### src/shared/abf_cfg.svh
// frame constants for the adapter bulk access framer
`ifndef ABF_CFG_SVH
`define ABF_CFG_SVH
`define ABF_STX           8'h02
`define ABF_FRAME_TYPE    16'h0003
`define ABF_CMD_OBJRESP   8'h94
`define ABF_CMD_BULKREQ   8'h20
`define ABF_CMD_BULKRSP   8'hA0
`define ABF_CMD_PASSREQ   8'h21
`define ABF_CMD_PASSRSP   8'hA1
`define ABF_CMD_SINGLEREQ 8'h10
`define ABF_CMD_COMMERR   8'hFF
`define ABF_ERR_CMD       16'h0001
`define ABF_RES_ACCEPT    16'h0000
`define ABF_RES_ACC_NET   16'h0001
`define ABF_RES_REJECT    16'h0011
`define ABF_RES_UNCONF    16'h0101
`define ABF_RES_STANDBY   16'h0103
`define ABF_RES_BUILD     16'h0104
`define ABF_RES_ERRSTOP   16'h0105
`define ABF_RES_OTHER     16'hFFFF
`define ABF_FIX_OBJRESP   16'h0008
`define ABF_FIX_BULK      16'h0004
`define ABF_FIX_SINGLE    16'h0003
`define ABF_PROP_LEN      16'h0001
`define ABF_MAX_DATA      16'h00F5
`define ABF_HLEN_OBJ      4'hF
`define ABF_HLEN_CMD      4'hB
`define ABF_HLEN_SGL      4'hA
`define ABF_POS_CMD       4'h3
`define ABF_RXHDR_LEN     4'h6
`endif

### src/shared/abf_pkg.sv
// types for the adapter bulk access framer
package abf_pkg;
  typedef enum logic [1:0] {
    KIND_OBJRESP = 2'h0,
    KIND_BULK    = 2'h1,
    KIND_PASS    = 2'h2,
    KIND_SINGLE  = 2'h3
  } abf_kind_type;
  typedef enum logic [2:0] {
    RES_ACCEPT, RES_ACC_NET, RES_REJECT, RES_UNCONF,
    RES_STANDBY, RES_BUILD, RES_ERRSTOP, RES_OTHER
  } abf_res_type;
  typedef struct packed {
    abf_kind_type kind;
    logic [7:0]   funcNum;
    logic [1:0]   op;
    abf_res_type  res;
    logic [23:0]  obj;
    logic [7:0]   prop;
    logic [15:0]  n;
  } abf_req_type;
  typedef struct packed {
    logic [7:0]  cmd;
    logic [7:0]  funcNum;
    logic [15:0] result;
    logic [15:0] dataLen;
  } abf_resp_type;
  typedef logic [14:0][7:0] abf_hdr_type;
endpackage

### src/hdl/abf_buf.sv
// two-entry buffer with registered outputs
`timescale 1ns/100ps
module abf_buf #(
  parameter int W = 8
) (
  // clocking
  input  wire logic         clock,
  input  wire logic         rstN,
  input  wire logic         ce,
  // fill side
  input  wire logic         inValid,
  input  wire logic [W-1:0] inData,
  output logic              inReady,
  // drain side
  output logic              outValid,
  output logic [W-1:0]      outData,
  input  wire logic         outReady
);
  logic         headV_q, headV_d, spareV_q, spareV_d;
  logic [W-1:0] head_q, head_d, spare_q, spare_d;

  always_comb begin
    logic headFree;
    logic push;
    headFree = !headV_q || outReady;
    push     = inValid && !spareV_q;
    headV_d  = headV_q;
    head_d   = head_q;
    spareV_d = spareV_q;
    spare_d  = spare_q;
    if (headFree) begin
      if (spareV_q) begin
        head_d   = spare_q;
        headV_d  = 1'b1;
        spareV_d = 1'b0;
      end else begin
        head_d  = inData;
        headV_d = push;
      end
    end else if (push) begin
      spare_d  = inData;
      spareV_d = 1'b1;
    end
  end

  always_ff @(posedge clock or negedge rstN) begin
    if (!rstN) begin
      headV_q  <= 1'b0;
      spareV_q <= 1'b0;
      head_q   <= '0;
      spare_q  <= '0;
    end else if (ce) begin
      headV_q  <= headV_d;
      spareV_q <= spareV_d;
      head_q   <= head_d;
      spare_q  <= spare_d;
    end
  end

  assign inReady  = !spareV_q;
  assign outValid = headV_q;
  assign outData  = head_q;
endmodule

### src/hdl/abf_framer.sv
// adapter-side frame builder and response parser
`timescale 1ns/100ps
`include "abf_cfg.svh"
// Contract
// - object access response: STX 02, type 0003, command 94, echoed function, length 8+n.
// - response result codes accept, accept-net-down, reject, four mismatches, other error.
// - object info: 3-byte object, 2-byte length, property, data up to 245 bytes.
// - length 01 means alteration response, anything else a reference response.
// - bulk request: STX 02, type 0003, command 20, any function, length sums data.
// - operation byte: 00/01 cached-get read/notify, 02/03 cached-set read/notify.
// - object code follows operation; value list only for notify operations.
// - notify list holds own values, descending codes, maps and identity omitted.
// - pass-through request reads get values or forwards set values for other nodes.
// - command-error reply to pass-through makes adapter fall back to single requests.
// - pass-through request: command 21, operation 00 read, 01 write.
module abf_framer
  import abf_pkg::*;
(
  // clocking
  input  wire logic         clock,
  input  wire logic         nrst,
  input  wire logic         ce,
  // frame requests
  input  wire logic         reqValid,
  input  wire abf_req_type  req,
  output logic              reqReady,
  // payload bytes after the fixed fields
  input  wire logic         payValid,
  input  wire logic [7:0]   payByte,
  output logic              payReady,
  // serial bytes toward the appliance
  output logic              txValid,
  output logic [7:0]        txByte,
  input  wire logic         txReady,
  // serial bytes from the appliance
  input  wire logic         rxValid,
  input  wire logic [7:0]   rxByte,
  // parsed answers
  output logic              respValid,
  output abf_resp_type      resp,
  output logic              respBad,
  output logic              fallback
);
  // ----------------------------------------
  // reset release
  // ----------------------------------------
  logic rstA_q, rstN;
  always_ff @(posedge clock or negedge nrst) begin
    if (!nrst) begin
      rstA_q <= 1'b0;
      rstN   <= 1'b0;
    end else begin
      rstA_q <= 1'b1;
      rstN   <= rstA_q;
    end
  end

  function automatic logic [15:0] resCode(input abf_res_type r);
    case (r)
      RES_ACCEPT:  resCode = `ABF_RES_ACCEPT;
      RES_ACC_NET: resCode = `ABF_RES_ACC_NET;
      RES_REJECT:  resCode = `ABF_RES_REJECT;
      RES_UNCONF:  resCode = `ABF_RES_UNCONF;
      RES_STANDBY: resCode = `ABF_RES_STANDBY;
      RES_BUILD:   resCode = `ABF_RES_BUILD;
      RES_ERRSTOP: resCode = `ABF_RES_ERRSTOP;
      default:     resCode = `ABF_RES_OTHER;
    endcase
  endfunction

  // ----------------------------------------
  // transmit frame builder
  // ----------------------------------------
  typedef enum logic [3:0] {
    T_IDLE = 4'h1, T_HDR = 4'h2, T_PAY = 4'h4, T_SUM = 4'h8
  } abf_tst_type;

  abf_tst_type tst_q, tst_d;
  abf_req_type rq_q, rq_d;
  abf_hdr_type hdr_q, hdr_d;
  logic [3:0]  hLeft_q, hLeft_d;
  logic [15:0] pLeft_q, pLeft_d, frmLen_q, frmLen_d;
  logic [7:0]  sum_q, sum_d, pushByte;
  logic        pushValid, bufReady, passOut_set;

  always_comb begin
    logic [15:0] n;
    logic [15:0] frmLen;
    logic [7:0]  cmdByte;
    n           = req.n;
    frmLen      = '0;
    cmdByte     = `ABF_CMD_SINGLEREQ;
    tst_d       = tst_q;
    rq_d        = rq_q;
    hdr_d       = hdr_q;
    hLeft_d     = hLeft_q;
    pLeft_d     = pLeft_q;
    frmLen_d    = frmLen_q;
    sum_d       = sum_q;
    pushValid   = 1'b0;
    pushByte    = hdr_q[14];
    passOut_set = 1'b0;
    case (tst_q)
      T_IDLE: begin
        if (reqValid) begin
          case (req.kind)
            KIND_OBJRESP: begin
              if (n > `ABF_MAX_DATA) n = `ABF_MAX_DATA;
              frmLen  = `ABF_FIX_OBJRESP + n;
              cmdByte = `ABF_CMD_OBJRESP;
              hLeft_d = `ABF_HLEN_OBJ;
              hdr_d   = {`ABF_STX, `ABF_FRAME_TYPE, cmdByte, req.funcNum, frmLen,
                         resCode(req.res), req.obj,
                         16'(`ABF_PROP_LEN + n), req.prop};
            end
            KIND_BULK, KIND_PASS: begin
              if (req.kind == KIND_BULK) begin
                cmdByte = `ABF_CMD_BULKREQ;
                if (!req.op[0]) n = '0;
              end else begin
                cmdByte = `ABF_CMD_PASSREQ;
                passOut_set = 1'b1;
              end
              frmLen  = `ABF_FIX_BULK + n;
              hLeft_d = `ABF_HLEN_CMD;
              hdr_d   = abf_hdr_type'({`ABF_STX, `ABF_FRAME_TYPE, cmdByte, req.funcNum, frmLen,
                         8'(req.op), req.obj})
                        << (8 * (`ABF_HLEN_OBJ - `ABF_HLEN_CMD));
            end
            default: begin
              frmLen  = `ABF_FIX_SINGLE + n;
              hLeft_d = `ABF_HLEN_SGL;
              hdr_d   = abf_hdr_type'({`ABF_STX, `ABF_FRAME_TYPE, cmdByte, req.funcNum, frmLen,
                         req.obj})
                        << (8 * (`ABF_HLEN_OBJ - `ABF_HLEN_SGL));
            end
          endcase
          rq_d    = req;
          rq_d.n  = n;
          pLeft_d = n;
          frmLen_d = frmLen;
          sum_d   = `ABF_STX; // cancels the start byte
          tst_d   = T_HDR;
        end
      end
      T_HDR: begin
        pushValid = 1'b1;
        if (bufReady) begin
          sum_d   = sum_q ^ hdr_q[14];
          hdr_d   = hdr_q << 8;
          hLeft_d = hLeft_q - 4'h1;
          if (hLeft_q == 4'h1) tst_d = (pLeft_q == '0) ? T_SUM : T_PAY;
        end
      end
      T_PAY: begin
        pushValid = payValid;
        pushByte  = payByte;
        if (payValid && bufReady) begin
          sum_d   = sum_q ^ payByte;
          pLeft_d = pLeft_q - 16'h0001;
          if (pLeft_q == 16'h0001) tst_d = T_SUM;
        end
      end
      T_SUM: begin
        pushValid = 1'b1;
        pushByte  = sum_q;
        if (bufReady) tst_d = T_IDLE;
      end
      default: tst_d = T_IDLE;
    endcase
  end

  always_ff @(posedge clock or negedge rstN) begin
    if (!rstN) begin
      tst_q   <= T_IDLE;
      rq_q    <= '0;
      hdr_q   <= '0;
      hLeft_q <= '0;
      pLeft_q <= '0;
      frmLen_q <= '0;
      sum_q   <= '0;
    end else if (ce) begin
      tst_q   <= tst_d;
      rq_q    <= rq_d;
      hdr_q   <= hdr_d;
      hLeft_q <= hLeft_d;
      pLeft_q <= pLeft_d;
      frmLen_q <= frmLen_d;
      sum_q   <= sum_d;
    end
  end

  assign reqReady = tst_q[0];
  assign payReady = (tst_q == T_PAY) && bufReady;

  abf_buf #(.W(8)) u_abf_buf (
    .clock    (clock),
    .rstN     (rstN),
    .ce       (ce),
    .inValid  (pushValid),
    .inData   (pushByte),
    .inReady  (bufReady),
    .outValid (txValid),
    .outData  (txByte),
    .outReady (txReady)
  );

  // ----------------------------------------
  // receive parser
  // ----------------------------------------
  typedef enum logic [3:0] {
    R_IDLE = 4'h1, R_HDR = 4'h2, R_DATA = 4'h4, R_SUM = 4'h8
  } abf_rst_type;

  abf_rst_type  rst_q, rst_d;
  logic [47:0]  rHdr_q, rHdr_d;
  logic [15:0]  rRes_q, rRes_d, rCnt_q, rCnt_d;
  logic [7:0]   rSum_q, rSum_d;
  logic         respV_q, respV_d, bad_q, bad_d, fb_q, fb_d;
  logic         passOut_q, passOut_d;
  abf_resp_type resp_q, resp_d;

  always_comb begin
    logic good;
    good      = 1'b0;
    rst_d     = rst_q;
    rHdr_d    = rHdr_q;
    rRes_d    = rRes_q;
    rCnt_d    = rCnt_q;
    rSum_d    = rSum_q;
    resp_d    = resp_q;
    respV_d   = 1'b0;
    bad_d     = 1'b0;
    fb_d      = 1'b0;
    passOut_d = passOut_q;
    if (rxValid) begin
      case (rst_q)
        R_IDLE: begin
          if (rxByte == `ABF_STX) begin
            rst_d  = R_HDR;
            rSum_d = '0;
            rCnt_d = 16'(`ABF_RXHDR_LEN);
            rRes_d = `ABF_RES_OTHER;
          end
        end
        R_HDR: begin
          rHdr_d = {rHdr_q[39:0], rxByte};
          rSum_d = rSum_q ^ rxByte;
          rCnt_d = rCnt_q - 16'h0001;
          if (rCnt_q == 16'h0001) begin
            if (rHdr_q[39:24] != `ABF_FRAME_TYPE) rst_d = R_IDLE;
            else begin
              rCnt_d = {rHdr_q[7:0], rxByte};
              rst_d  = ({rHdr_q[7:0], rxByte} == '0) ? R_SUM : R_DATA;
            end
          end
        end
        R_DATA: begin
          if (rCnt_q + 16'h0002 > rHdr_q[15:0] + 16'h0000 &&
              rHdr_q[15:0] - rCnt_q < 16'h0002)
            rRes_d = {rRes_q[7:0], rxByte};
          rSum_d = rSum_q ^ rxByte;
          rCnt_d = rCnt_q - 16'h0001;
          if (rCnt_q == 16'h0001) rst_d = R_SUM;
        end
        R_SUM: begin
          good    = (rxByte == rSum_q);
          respV_d = good;
          bad_d   = !good;
          resp_d  = '{cmd: rHdr_q[31:24], funcNum: rHdr_q[23:16],
                      result: rRes_q, dataLen: rHdr_q[15:0]};
          rst_d   = R_IDLE;
        end
        default: rst_d = R_IDLE;
      endcase
    end
    if (good && passOut_q) begin
      if (rHdr_q[31:24] == `ABF_CMD_PASSRSP) passOut_d = 1'b0;
      if (rHdr_q[31:24] == `ABF_CMD_COMMERR) begin
        passOut_d = 1'b0;
        fb_d      = (rRes_q == `ABF_ERR_CMD);
      end
    end
    if (passOut_set && ce) passOut_d = 1'b1; // set wins
  end

  always_ff @(posedge clock or negedge rstN) begin
    if (!rstN) begin
      rst_q     <= R_IDLE;
      rHdr_q    <= '0;
      rRes_q    <= '0;
      rCnt_q    <= '0;
      rSum_q    <= '0;
      resp_q    <= '0;
      respV_q   <= 1'b0;
      bad_q     <= 1'b0;
      fb_q      <= 1'b0;
      passOut_q <= 1'b0;
    end else if (ce) begin
      rst_q     <= rst_d;
      rHdr_q    <= rHdr_d;
      rRes_q    <= rRes_d;
      rCnt_q    <= rCnt_d;
      rSum_q    <= rSum_d;
      resp_q    <= resp_d;
      respV_q   <= respV_d;
      bad_q     <= bad_d;
      fb_q      <= fb_d;
      passOut_q <= passOut_d;
    end
  end

  assign respValid = respV_q;
  assign resp      = resp_q;
  assign respBad   = bad_q;
  assign fallback  = fb_q;
endmodule

### config.mk
export PLATFORM = sky130hd
export DESIGN_NAME = abf_framer
export DESIGN_NICKNAME = d
export VERILOG_FILES = /design/src/shared/abf_pkg.sv /design/src/hdl/abf_buf.sv /design/src/hdl/abf_framer.sv
export VERILOG_INCLUDE_DIRS = /design/src /design/src/shared
export SDC_FILE = /design/constraint.sdc
export NUM_CORES = 1
export LEC_CHECK = 0
export BUFFER_PORTS_ARGS = -buffer_cell sky130_fd_sc_hd__buf_2
export CORE_MARGIN = 2
export CORE_UTILIZATION = 56
export CTS_BUF_LIST = sky130_fd_sc_hd__clkbuf_4 sky130_fd_sc_hd__clkbuf_8
export CTS_CLUSTER_DIAMETER = 120
export DETAILED_ROUTE_END_ITERATION = 8
export PLACE_DENSITY = 0.76
export SLEW_MARGIN = 0
export SYNTH_ARGS = -nofsm -noshare
export SYNTH_HDL_FRONTEND = slang
export SYNTH_SLANG_ARGS = --single-unit
### constraint.sdc
create_clock -name clock -period 9.1 [get_ports clock]
set_input_delay 0.91 -clock clock [delete_from_list [all_inputs] [get_ports clock]]
set_output_delay 0.91 -clock clock [all_outputs]
set_load 0.05 [all_outputs]
==> results of run 1 <==
-- worst max-delay path by stage --
stage,slack (ns),depth (start not counted),start,end
after CTS,5.27,8,tst_q[0]$_DFFE_PN1P_,hLeft_q[0]$_DFFE_PN0P_
after detailed placement,5.10,16,req[0],hdr_q[71]$_DFFE_PN0P_
final,5.23,8,tst_q[0]$_DFFE_PN1P_,hLeft_q[0]$_DFFE_PN0P_
after floorplan,4.06,0,rstN$_DFF_PN0_,fallback$_DFFE_PN0P_
after global routing,4.94,8,tst_q[0]$_DFFE_PN1P_,hLeft_q[0]$_DFFE_PN0P_
after global placement,5.24,16,req[0],hdr_q[71]$_DFFE_PN0P_
-- cell type report --
| type | instances | area [µm²] | share of cell area (%) |
|---|---|---|---|
| diodes | 2 | 5.00 | 0.0266 |
| clock buffers | 77 | 960 | 5.11 |
| clock inverters | 13 | 173 | 0.919 |
| inverters | 74 | 278 | 1.48 |
| multi-input cells | 1412 | 8280 | 44.1 |
| flip-flops and latches | 308 | 7710 | 41.1 |
| well taps | 390 | 488 | 2.60 |
| repair buffers | 165 | 883 | 4.70 |
-- sequential cells by signal (all words and copies together) (netlist names), 16 cells and up --
register / flops
hdr_q: 120
resp: 48
rHdr_q: 40
pLeft_q: 16
rCnt_q: 16
rRes_q: 16
-- metrics by stage --
step	cells	worst slack, ns	instance area (µm²)	hold slack (ns)	total power [µW]
4_1_cts	2439	5.27	18800	0.0711	5720
3_5_place_dp	2349	5.10	17600	0.339	4360
2_1_floorplan	1916	4.06	16700	0.331	3750
6_report	2441	5.23	18800	0.103	5710
3_3_place_gp	2349	5.24	17600	0.335	4280
5_1_grt	2439	4.94	18800	0.0737	6070
-- cell usage in the layout, fill, tap and decap left out, types with 18 or more instances in the layout --
cell | netlist | layout
buf_2 | 4 | 147
dfrtp_1 | 306 | 305
mux2_2 | 35 | 35
xnor2_1 | 36 | 36
nor2_1 | 155 | 154
nand4_1 | 23 | 23
a31oi_1 | 36 | 36
ha_1 | 49 | 48
clkbuf_8 | 0 | 61
nor4_1 | 23 | 22
inv_1 | 71 | 71
nor3_1 | 25 | 25
o21ai_1 | 18 | 18
a221o_1 | 20 | 20
nand2_1 | 330 | 330
a21oi_1 | 134 | 134
nand3_1 | 78 | 78
mux2i_1 | 19 | 19
o21ai_0 | 202 | 201
-- worst register-to-register path: stages, from the launching register on --
cell	delay, ns
dfstp_2	0.60
or4_2	0.14
buf_4	0.59
nor2_1	0.21
o21ai_4	0.92
buf_4	0.89
nor3_1	0.13
a21oi_1	0.16
o31ai_1	0.09
-- per-layer routing --
| metal | vias up | global-route usage (%) |
|---|---|---|
| li1 | 6977 | - |
| met4 | 4 | 12.5 |
| met2 | 574 | 46.8 |
| met5 | - | 0 |
| met3 | 126 | 5.37 |
| met1 | 7060 | 40.6 |
-- power groups by stage --
stage	clock, µW	sequential, µW	combinational, µW
finish	1350	2200	2160
global route	1440	2260	2380
CTS	1380	2200	2150
detailed placement	0	2220	2140
global placement	0	2190	2080
floorplan	0	2460	1300
-- cell families (layout without fill, tap and decap cells) --
family	Yosys count	count (layout)	share of synthesized area, %
and+or+nand+nor	706	706	18.9
AOI/OAI and AO/OA	552	552	20.5
DFF	308	308	46.2
buffers and inverters	196	329	4.53
muxes	55	55	3.57
adders and majority gates	50	50	3.79
xor gates and xnor gates	48	48	2.56
other	1	3	0.0224
==> impl_metrics.py, run 1 <==
metrics = {
    "outcome": {
        "outcome": "completed",
    },
    "cts": {
        "insertion_delay_ns": 0.59,
        "post_cts.repair.setup_buffers": 0,
        "cts_resized": 0,
        "clock-root-buffer": "clkbuf_8",
        "cts_buffers": 51,
        "hold_buffers": 0,
        "cts-htree-levels": 2,
        "path_clk_slew_ns": 0.06,
        "cts.path.max_buffers": 3,
        "clock_sinks": 308,
        "cts_tree": "yes",
    },
    "routing": {
        "vias": 14741,
        "wire_per_inst_um": 18.9,
        "routed-wl-met3_um": 3250,
        "drc_errors": 0,
        "wl_met1_um": 20100,
        "drt-initial-drc-count": 1455,
        "drt-total-wl_um": 46200,
        "via_per_inst": 6.04,
        "wl_met2_um": 21000,
        "postRouteAntennaNets": 0,
        "top_layer": "met5",
        "drtPass1Iterations": 8,
    },
    "synthesis": {
        "syn_area_per_cell_um2": 8.72,
        "async_flop_share_pct": 100,
        "synth_top_area_cell": "dfrtp_1",
        "syn_nets": 2052,
        "synth_warnings": 0,
        "yosysTopAreaCellShare_pct": 45.8,
        "syn_inst": 1916,
        "synth_edf_count": 0,
        "synth_area_leaders": "dfrtp_1, nand2_1, o21ai_0",
        "yosys_most_used_dff": "dfrtp_1",
        "synth_common_cells": "nand2_1, dfrtp_1, o21ai_0, nor2_1, a21oi_1",
        "ys_seq_area_share_pct": 46.2,
        "synthDistinctLibCells": 82,
        "yosysMostFrequentCell": "nand2_1",
        "synth_area_um2": 16700,
        "synth-seq-cells": 308,
    },
    "final_layout": {
        "synthToLayoutAreaGrowth_pct": 12.4,
        "fillers": 2569,
        "drive_gt1_share_pct": 15.5,
        "fin_util_pct": 63.7,
        "fin_nets": 2148,
    },
    "power": {
        "leakagePower_uw": 0.00874,
        "vdd_ir_drop_max_uv": 203,
        "clkPwrFrac_pct": 23.7,
        "pwr_density_cell_nw_per_um2": 304,
        "seq_power_share_pct": 38.6,
        "power.net_switching_uw": 2390,
        "p_comb_share_pct": 37.8,
        "switching_share_pct": 41.9,
        "internal_power_uw": 3320,
    },
    "place": {
        "dp_hpwl_um": 31700,
        "io_buffer_count": 147,
        "place.gp.congestion": 0.942,
    },
    "critical_path": {
        "cp_slowest_cell": "o21ai_4",
        "crit_path_max_incr_delay_ns": 0.92,
        "critical_path_arrival_ns": 4.31,
        "cp_cell_sequence": "or4_2 > buf_4 > nor2_1 > o21ai_4 > buf_4 > nor3_1 > a21oi_1 > o31ai_1",
        "critPathRequiredTime_ns": 9.54,
        "reg2reg_depth": 8,
        "crit_path_start_kind": "register",
        "cpMostUsedCell": "buf_4",
        "cp.buffers_inverters": 2,
        "rr_endpoint": "hLeft_q[0]$_DFFE_PN0P_",
        "cp_top_family": "buffers and inverters",
        "r2r-start": "tst_q[0]$_DFFE_PN1P_",
        "crit_type": "register to register",
        "cp_max_fo": 105,
        "reg2reg_slack_ns": 5.23,
        "endpoint_kind": "register",
    },
    "timing": {
        "relSlewSlack_pct": 23.2,
        "rsz0062_at_grt": "no",
        "fin_tns_setup_ns": 0,
        "period_needed_ns": 3.87,
        "min_period_over_period_pct": 42.6,
        "fin_skew_ns": 0.0343,
        "finalHoldViolations": 0,
        "setup_viol": 0,
        "slew_viol_final": 0,
        "clock.fmax_mhz": 258,
        "worstMarginPinSlew_ns": 1.15,
    },
    "die": {
        "start_util_pct": 56.7,
        "die_h_um": 177,
        "pin_count": 148,
        "design.die.area_um2": 31200,
        "coreArea_um2": 29500,
        "core.rowCount": 63,
        "die_w_um": 177,
    },
    "global_routing": {
        "grt_pass1_wl_um": 74400,
        "grt_max_degree": 178,
        "grt_antenna_before_repair": 4,
        "track_usage_pct": 29.7,
        "grt_overflow": 0,
        "grt_pass1_vias": 14270,
    },
    "flow_run": {
        "cap_violations": 0,
    },
    "hold_path": {
        "hold_path.class": "primary input to async pin",
    },
}
(Power assumes the default switching activity.)
==> inputs of run 2 (changes only) <==
--- a/config.mk
+++ b/config.mk
@@ -6,13 +6,14 @@
 export SDC_FILE = /design/constraint.sdc
 export NUM_CORES = 1
 export LEC_CHECK = 0
+export ABC_AREA = 1
 export BUFFER_PORTS_ARGS = -buffer_cell sky130_fd_sc_hd__buf_2
 export CORE_MARGIN = 2
 export CORE_UTILIZATION = 56
 export CTS_BUF_LIST = sky130_fd_sc_hd__clkbuf_4 sky130_fd_sc_hd__clkbuf_8
 export CTS_CLUSTER_DIAMETER = 120
 export DETAILED_ROUTE_END_ITERATION = 8
-export PLACE_DENSITY = 0.76
+export PLACE_DENSITY = 0.75
 export SLEW_MARGIN = 0
 export SYNTH_ARGS = -nofsm -noshare
 export SYNTH_HDL_FRONTEND = slang
==> constraint.sdc (replaced) <==
create_clock -name clock -period 3.2 [get_ports clock]
set_input_delay 0.32 -clock clock [delete_from_list [all_inputs] [get_ports clock]]
set_output_delay 0.32 -clock clock [all_outputs]
set_load 0.05 [all_outputs]
==> run 2 against run 1 <==
Against the previous run: the run now ends with negative setup slack left; combinational power increased by 140%; flip-flop and latch count unchanged; final cell count increased by 18%; die area increased by 3.9%; fmax increased by 19%; critical path depth increased by 13; worst setup slack got worse by 5.3 ns; clock-buffer cell count increased by 4; largest power group unchanged; highest routed layer is now met4.
==> impl_metrics.py, run 2 <==
metrics = {
    "cts": {
        "clock_sinks": 308,
        "cts.path.max_buffers": 3,
        "cts-htree-levels": 2,
        "insertion_delay_ns": 0.61,
        "cts_tree": "yes",
        "path_clk_slew_ns": 0.06,
        "cts_buffers": 51,
        "clock-root-buffer": "clkbuf_8",
    },
    "synthesis": {
        "synth_warnings": 0,
        "synth-seq-cells": 308,
        "synth_area_um2": 17400,
        "syn_nets": 2422,
        "synthDistinctLibCells": 59,
        "synth_edf_count": 0,
        "syn_inst": 2286,
        "synth_common_cells": "nand2_1, dfrtp_1, o21ai_0, inv_1, nor2_1",
        "async_flop_share_pct": 100,
        "syn_area_per_cell_um2": 7.60,
        "ys_seq_area_share_pct": 44.4,
        "yosysMostFrequentCell": "nand2_1",
        "synth_top_area_cell": "dfrtp_1",
        "synth_area_leaders": "dfrtp_1, nand2_1, o21ai_0",
        "yosys_most_used_dff": "dfrtp_1",
        "yosysTopAreaCellShare_pct": 44.1,
    },
    "final_layout": {
        "fillers": 2702,
        "fin_nets": 2587,
        "final_common_cell": "nand2_1",
        "largest_reg_flops": 120,
        "drive_gt1_share_pct": 14.4,
        "synthToLayoutAreaGrowth_pct": 14.8,
        "n_antenna_cell": 0,
        "regMostFlops": "hdr_q",
        "mostFrequentLayoutCells": "nand2_1, dfrtp_1, o21ai_0, inv_1, nor2_1",
        "fin_util_pct": 65.2,
    },
    "place": {
        "dp_hpwl_um": 35200,
        "io_buffer_count": 147,
        "place.gp.congestion": 1.01,
    },
    "global_routing": {
        "grt_pass1_vias": 15648,
        "grt_pass1_wl_um": 81100,
        "track_usage_pct": 30.3,
        "grt_max_degree": 148,
        "grt_overflow": 0,
        "grt_antenna_before_repair": 0,
    },
    "die": {
        "start_util_pct": 56.8,
        "design.die.area_um2": 32400,
        "die_h_um": 180,
        "coreArea_um2": 30600,
        "pin_count": 148,
        "die_w_um": 180,
        "core.rowCount": 64,
    },
    "flow_run": {
        "cap_violations": 0,
    },
    "routing": {
        "via_per_inst": 5.72,
        "wire_per_inst_um": 17.2,
        "drt-initial-drc-count": 1600,
        "drt-total-wl_um": 49500,
        "drc_errors": 0,
        "drtPass1Iterations": 7,
        "postRouteAntennaNets": 0,
        "vias": 16482,
    },
    "timing": {
        "finalHoldViolations": 0,
        "worst_slack_ns": -0.0631,
        "slew_viol_final": 0,
        "rsz0062_at_grt": "yes",
        "fin_skew_ns": 0.0388,
        "period_needed_ns": 3.26,
        "worstMarginPinSlew_ns": 0.906,
        "min_period_over_period_pct": 102,
        "clock.fmax_mhz": 306,
        "setup_viol": 16,
        "whs_ns": 0.0182,
        "relSlewSlack_pct": 39.0,
    },
    "critical_path": {
        "critPathRequiredTime_ns": 3.69,
        "crit_path_start_kind": "register",
        "critical_path_arrival_ns": 3.75,
        "cp_max_fo": 8,
        "crit_type": "register to register",
        "endpoint_kind": "register",
    },
    "outcome": {
        "outcome": "finished with violations",
        "violations": "negative setup slack",
    },
    "power": {
        "leakagePower_uw": 0.00961,
        "vdd_ir_drop_max_uv": 517,
        "pwr_density_cell_nw_per_um2": 720,
    },
    "hold_path": {
        "hold_path.class": "primary input to register",
    },
}
-- run 2: changes by cell type in the layout (fill, tap and decap cells not counted), moves of 21 or more --
cell / previous run / this run
buf_4: 17 / 38
inv_1: 71 / 261
nand2_1: 330 / 516
mux2_2: 35 / 1
o21ai_0: 201 / 303
nand3_1: 78 / 118
xnor2_1: 36 / 11
nand2_2: 0 / 24
-- run 2: timing repair --
action,in CTS,in global routing
buffers inserted,3,1
hold buffers,19,0
gates resized for setup,7,19
pin swaps,0,12
endpoints found under the hold margin,19,0
cloned,0,1
endpoints found under the setup margin,16,16
-- run 2: power breakdown --
group / internal [µW] / switching (µW)
registers: 4990 / 687
logic: 1750 / 3380
clock network: 1950 / 1590
total: 8690 / 5660
-- run 2: layout make-up --
class	instances	area, µm²	share of cell area [%]
Tap cell	396	495	2.48
Multi-Input combinational cell	1601	8260	41.4
Inverter	275	1030	5.18
Clock buffer	81	990	4.96
Clock inverter	4	33.8	0.169
Sequential cell	308	7710	38.7
Timing Repair Buffer	214	1420	7.10
-- run 2: worst paths after layout --
path | start | endpoint | slack [ns] | cells after the start
setup / recovery | rCnt_q[2]$_DFFE_PN0P_ | rRes_q[11]$_DFFE_PN0P_ | -0.06 | 21
hold / removal | req[20] | hdr_q[4]$_DFFE_PN0P_ | 0.02 | 3
setup reg to reg | rCnt_q[2]$_DFFE_PN0P_ | rRes_q[11]$_DFFE_PN0P_ | -0.06 | 21
hold reg to reg | rstA_q$_DFF_PN0_ | rstN$_DFF_PN0_ | 0.35 | 0
max in group asynchronous | rstN$_DFF_PN0_ | resp[5]$_DFFE_PN0P_ | 1.89 | 1
min in group asynchronous | rstN$_DFF_PN0_ | hdr_q[42]$_DFFE_PN0P_ | 0.39 | 0
-- run 2: worst max-delay path: stages (launching register included) --
cell and delay (ns):
dfrtp_1 0.38, inv_1 0.08, nor3_2 0.19, nand3_1 0.17, nor2_2 0.15, nand2_1 0.11, nor2_1 0.17, nand2_1 0.09
xor2_1 0.16, ha_1 0.31, nand2_2 0.11, nor2_4 0.05, and2_4 0.13, nand2_2 0.06, nand3_2 0.08, nor3_2 0.10
nand3_1 0.10, nor2_2 0.16, nand4_4 0.21, clkbuf_16 0.24, nand3_1 0.07, nand2_1 0.08
-- run 2: metal layers --
metal  global-route usage [%]  wire (µm)  vias to the layer above
li1                         -          -                     7898
met1                     44.0      22500                     7811
met2                     47.4      22400                      667
met3                     4.61       3480                      106
met4                     8.81       1220                        0
met5                        0          0                        -
-- run 2: per-stage QoR --
step	setup TNS (ns)	total power, µW	cell area (µm²)	cells	setup slack (ns)
after floorplan	0	9280	17400	2286	0.140
after global placement	0	10500	18600	2770	0.0212
after detailed placement	-1.58	10700	18600	2770	-0.123
after CTS	0	14300	19800	2877	0.00898
final	-0.614	14400	19900	2879	-0.0631
after global routing	-4.72	15400	19900	2879	-0.312
-- run 2: cell families (layout without fill, tap and decap cells) --
group                    count (synthesis)  count (layout)  synth area share, %
AO/OA/AOI/OAI                          574             574                 18.3
XOR/XNOR                                42              42                 2.12
adder cells (fa/ha/maj)                 50              50                 3.65
buffers and inverters                  377             574                 8.62
flip-flops                             308             308                 44.4
multiplexers                             1               1               0.0648
other                                    1               1               0.0216
AND/OR/NAND/NOR                        933             933                 22.9
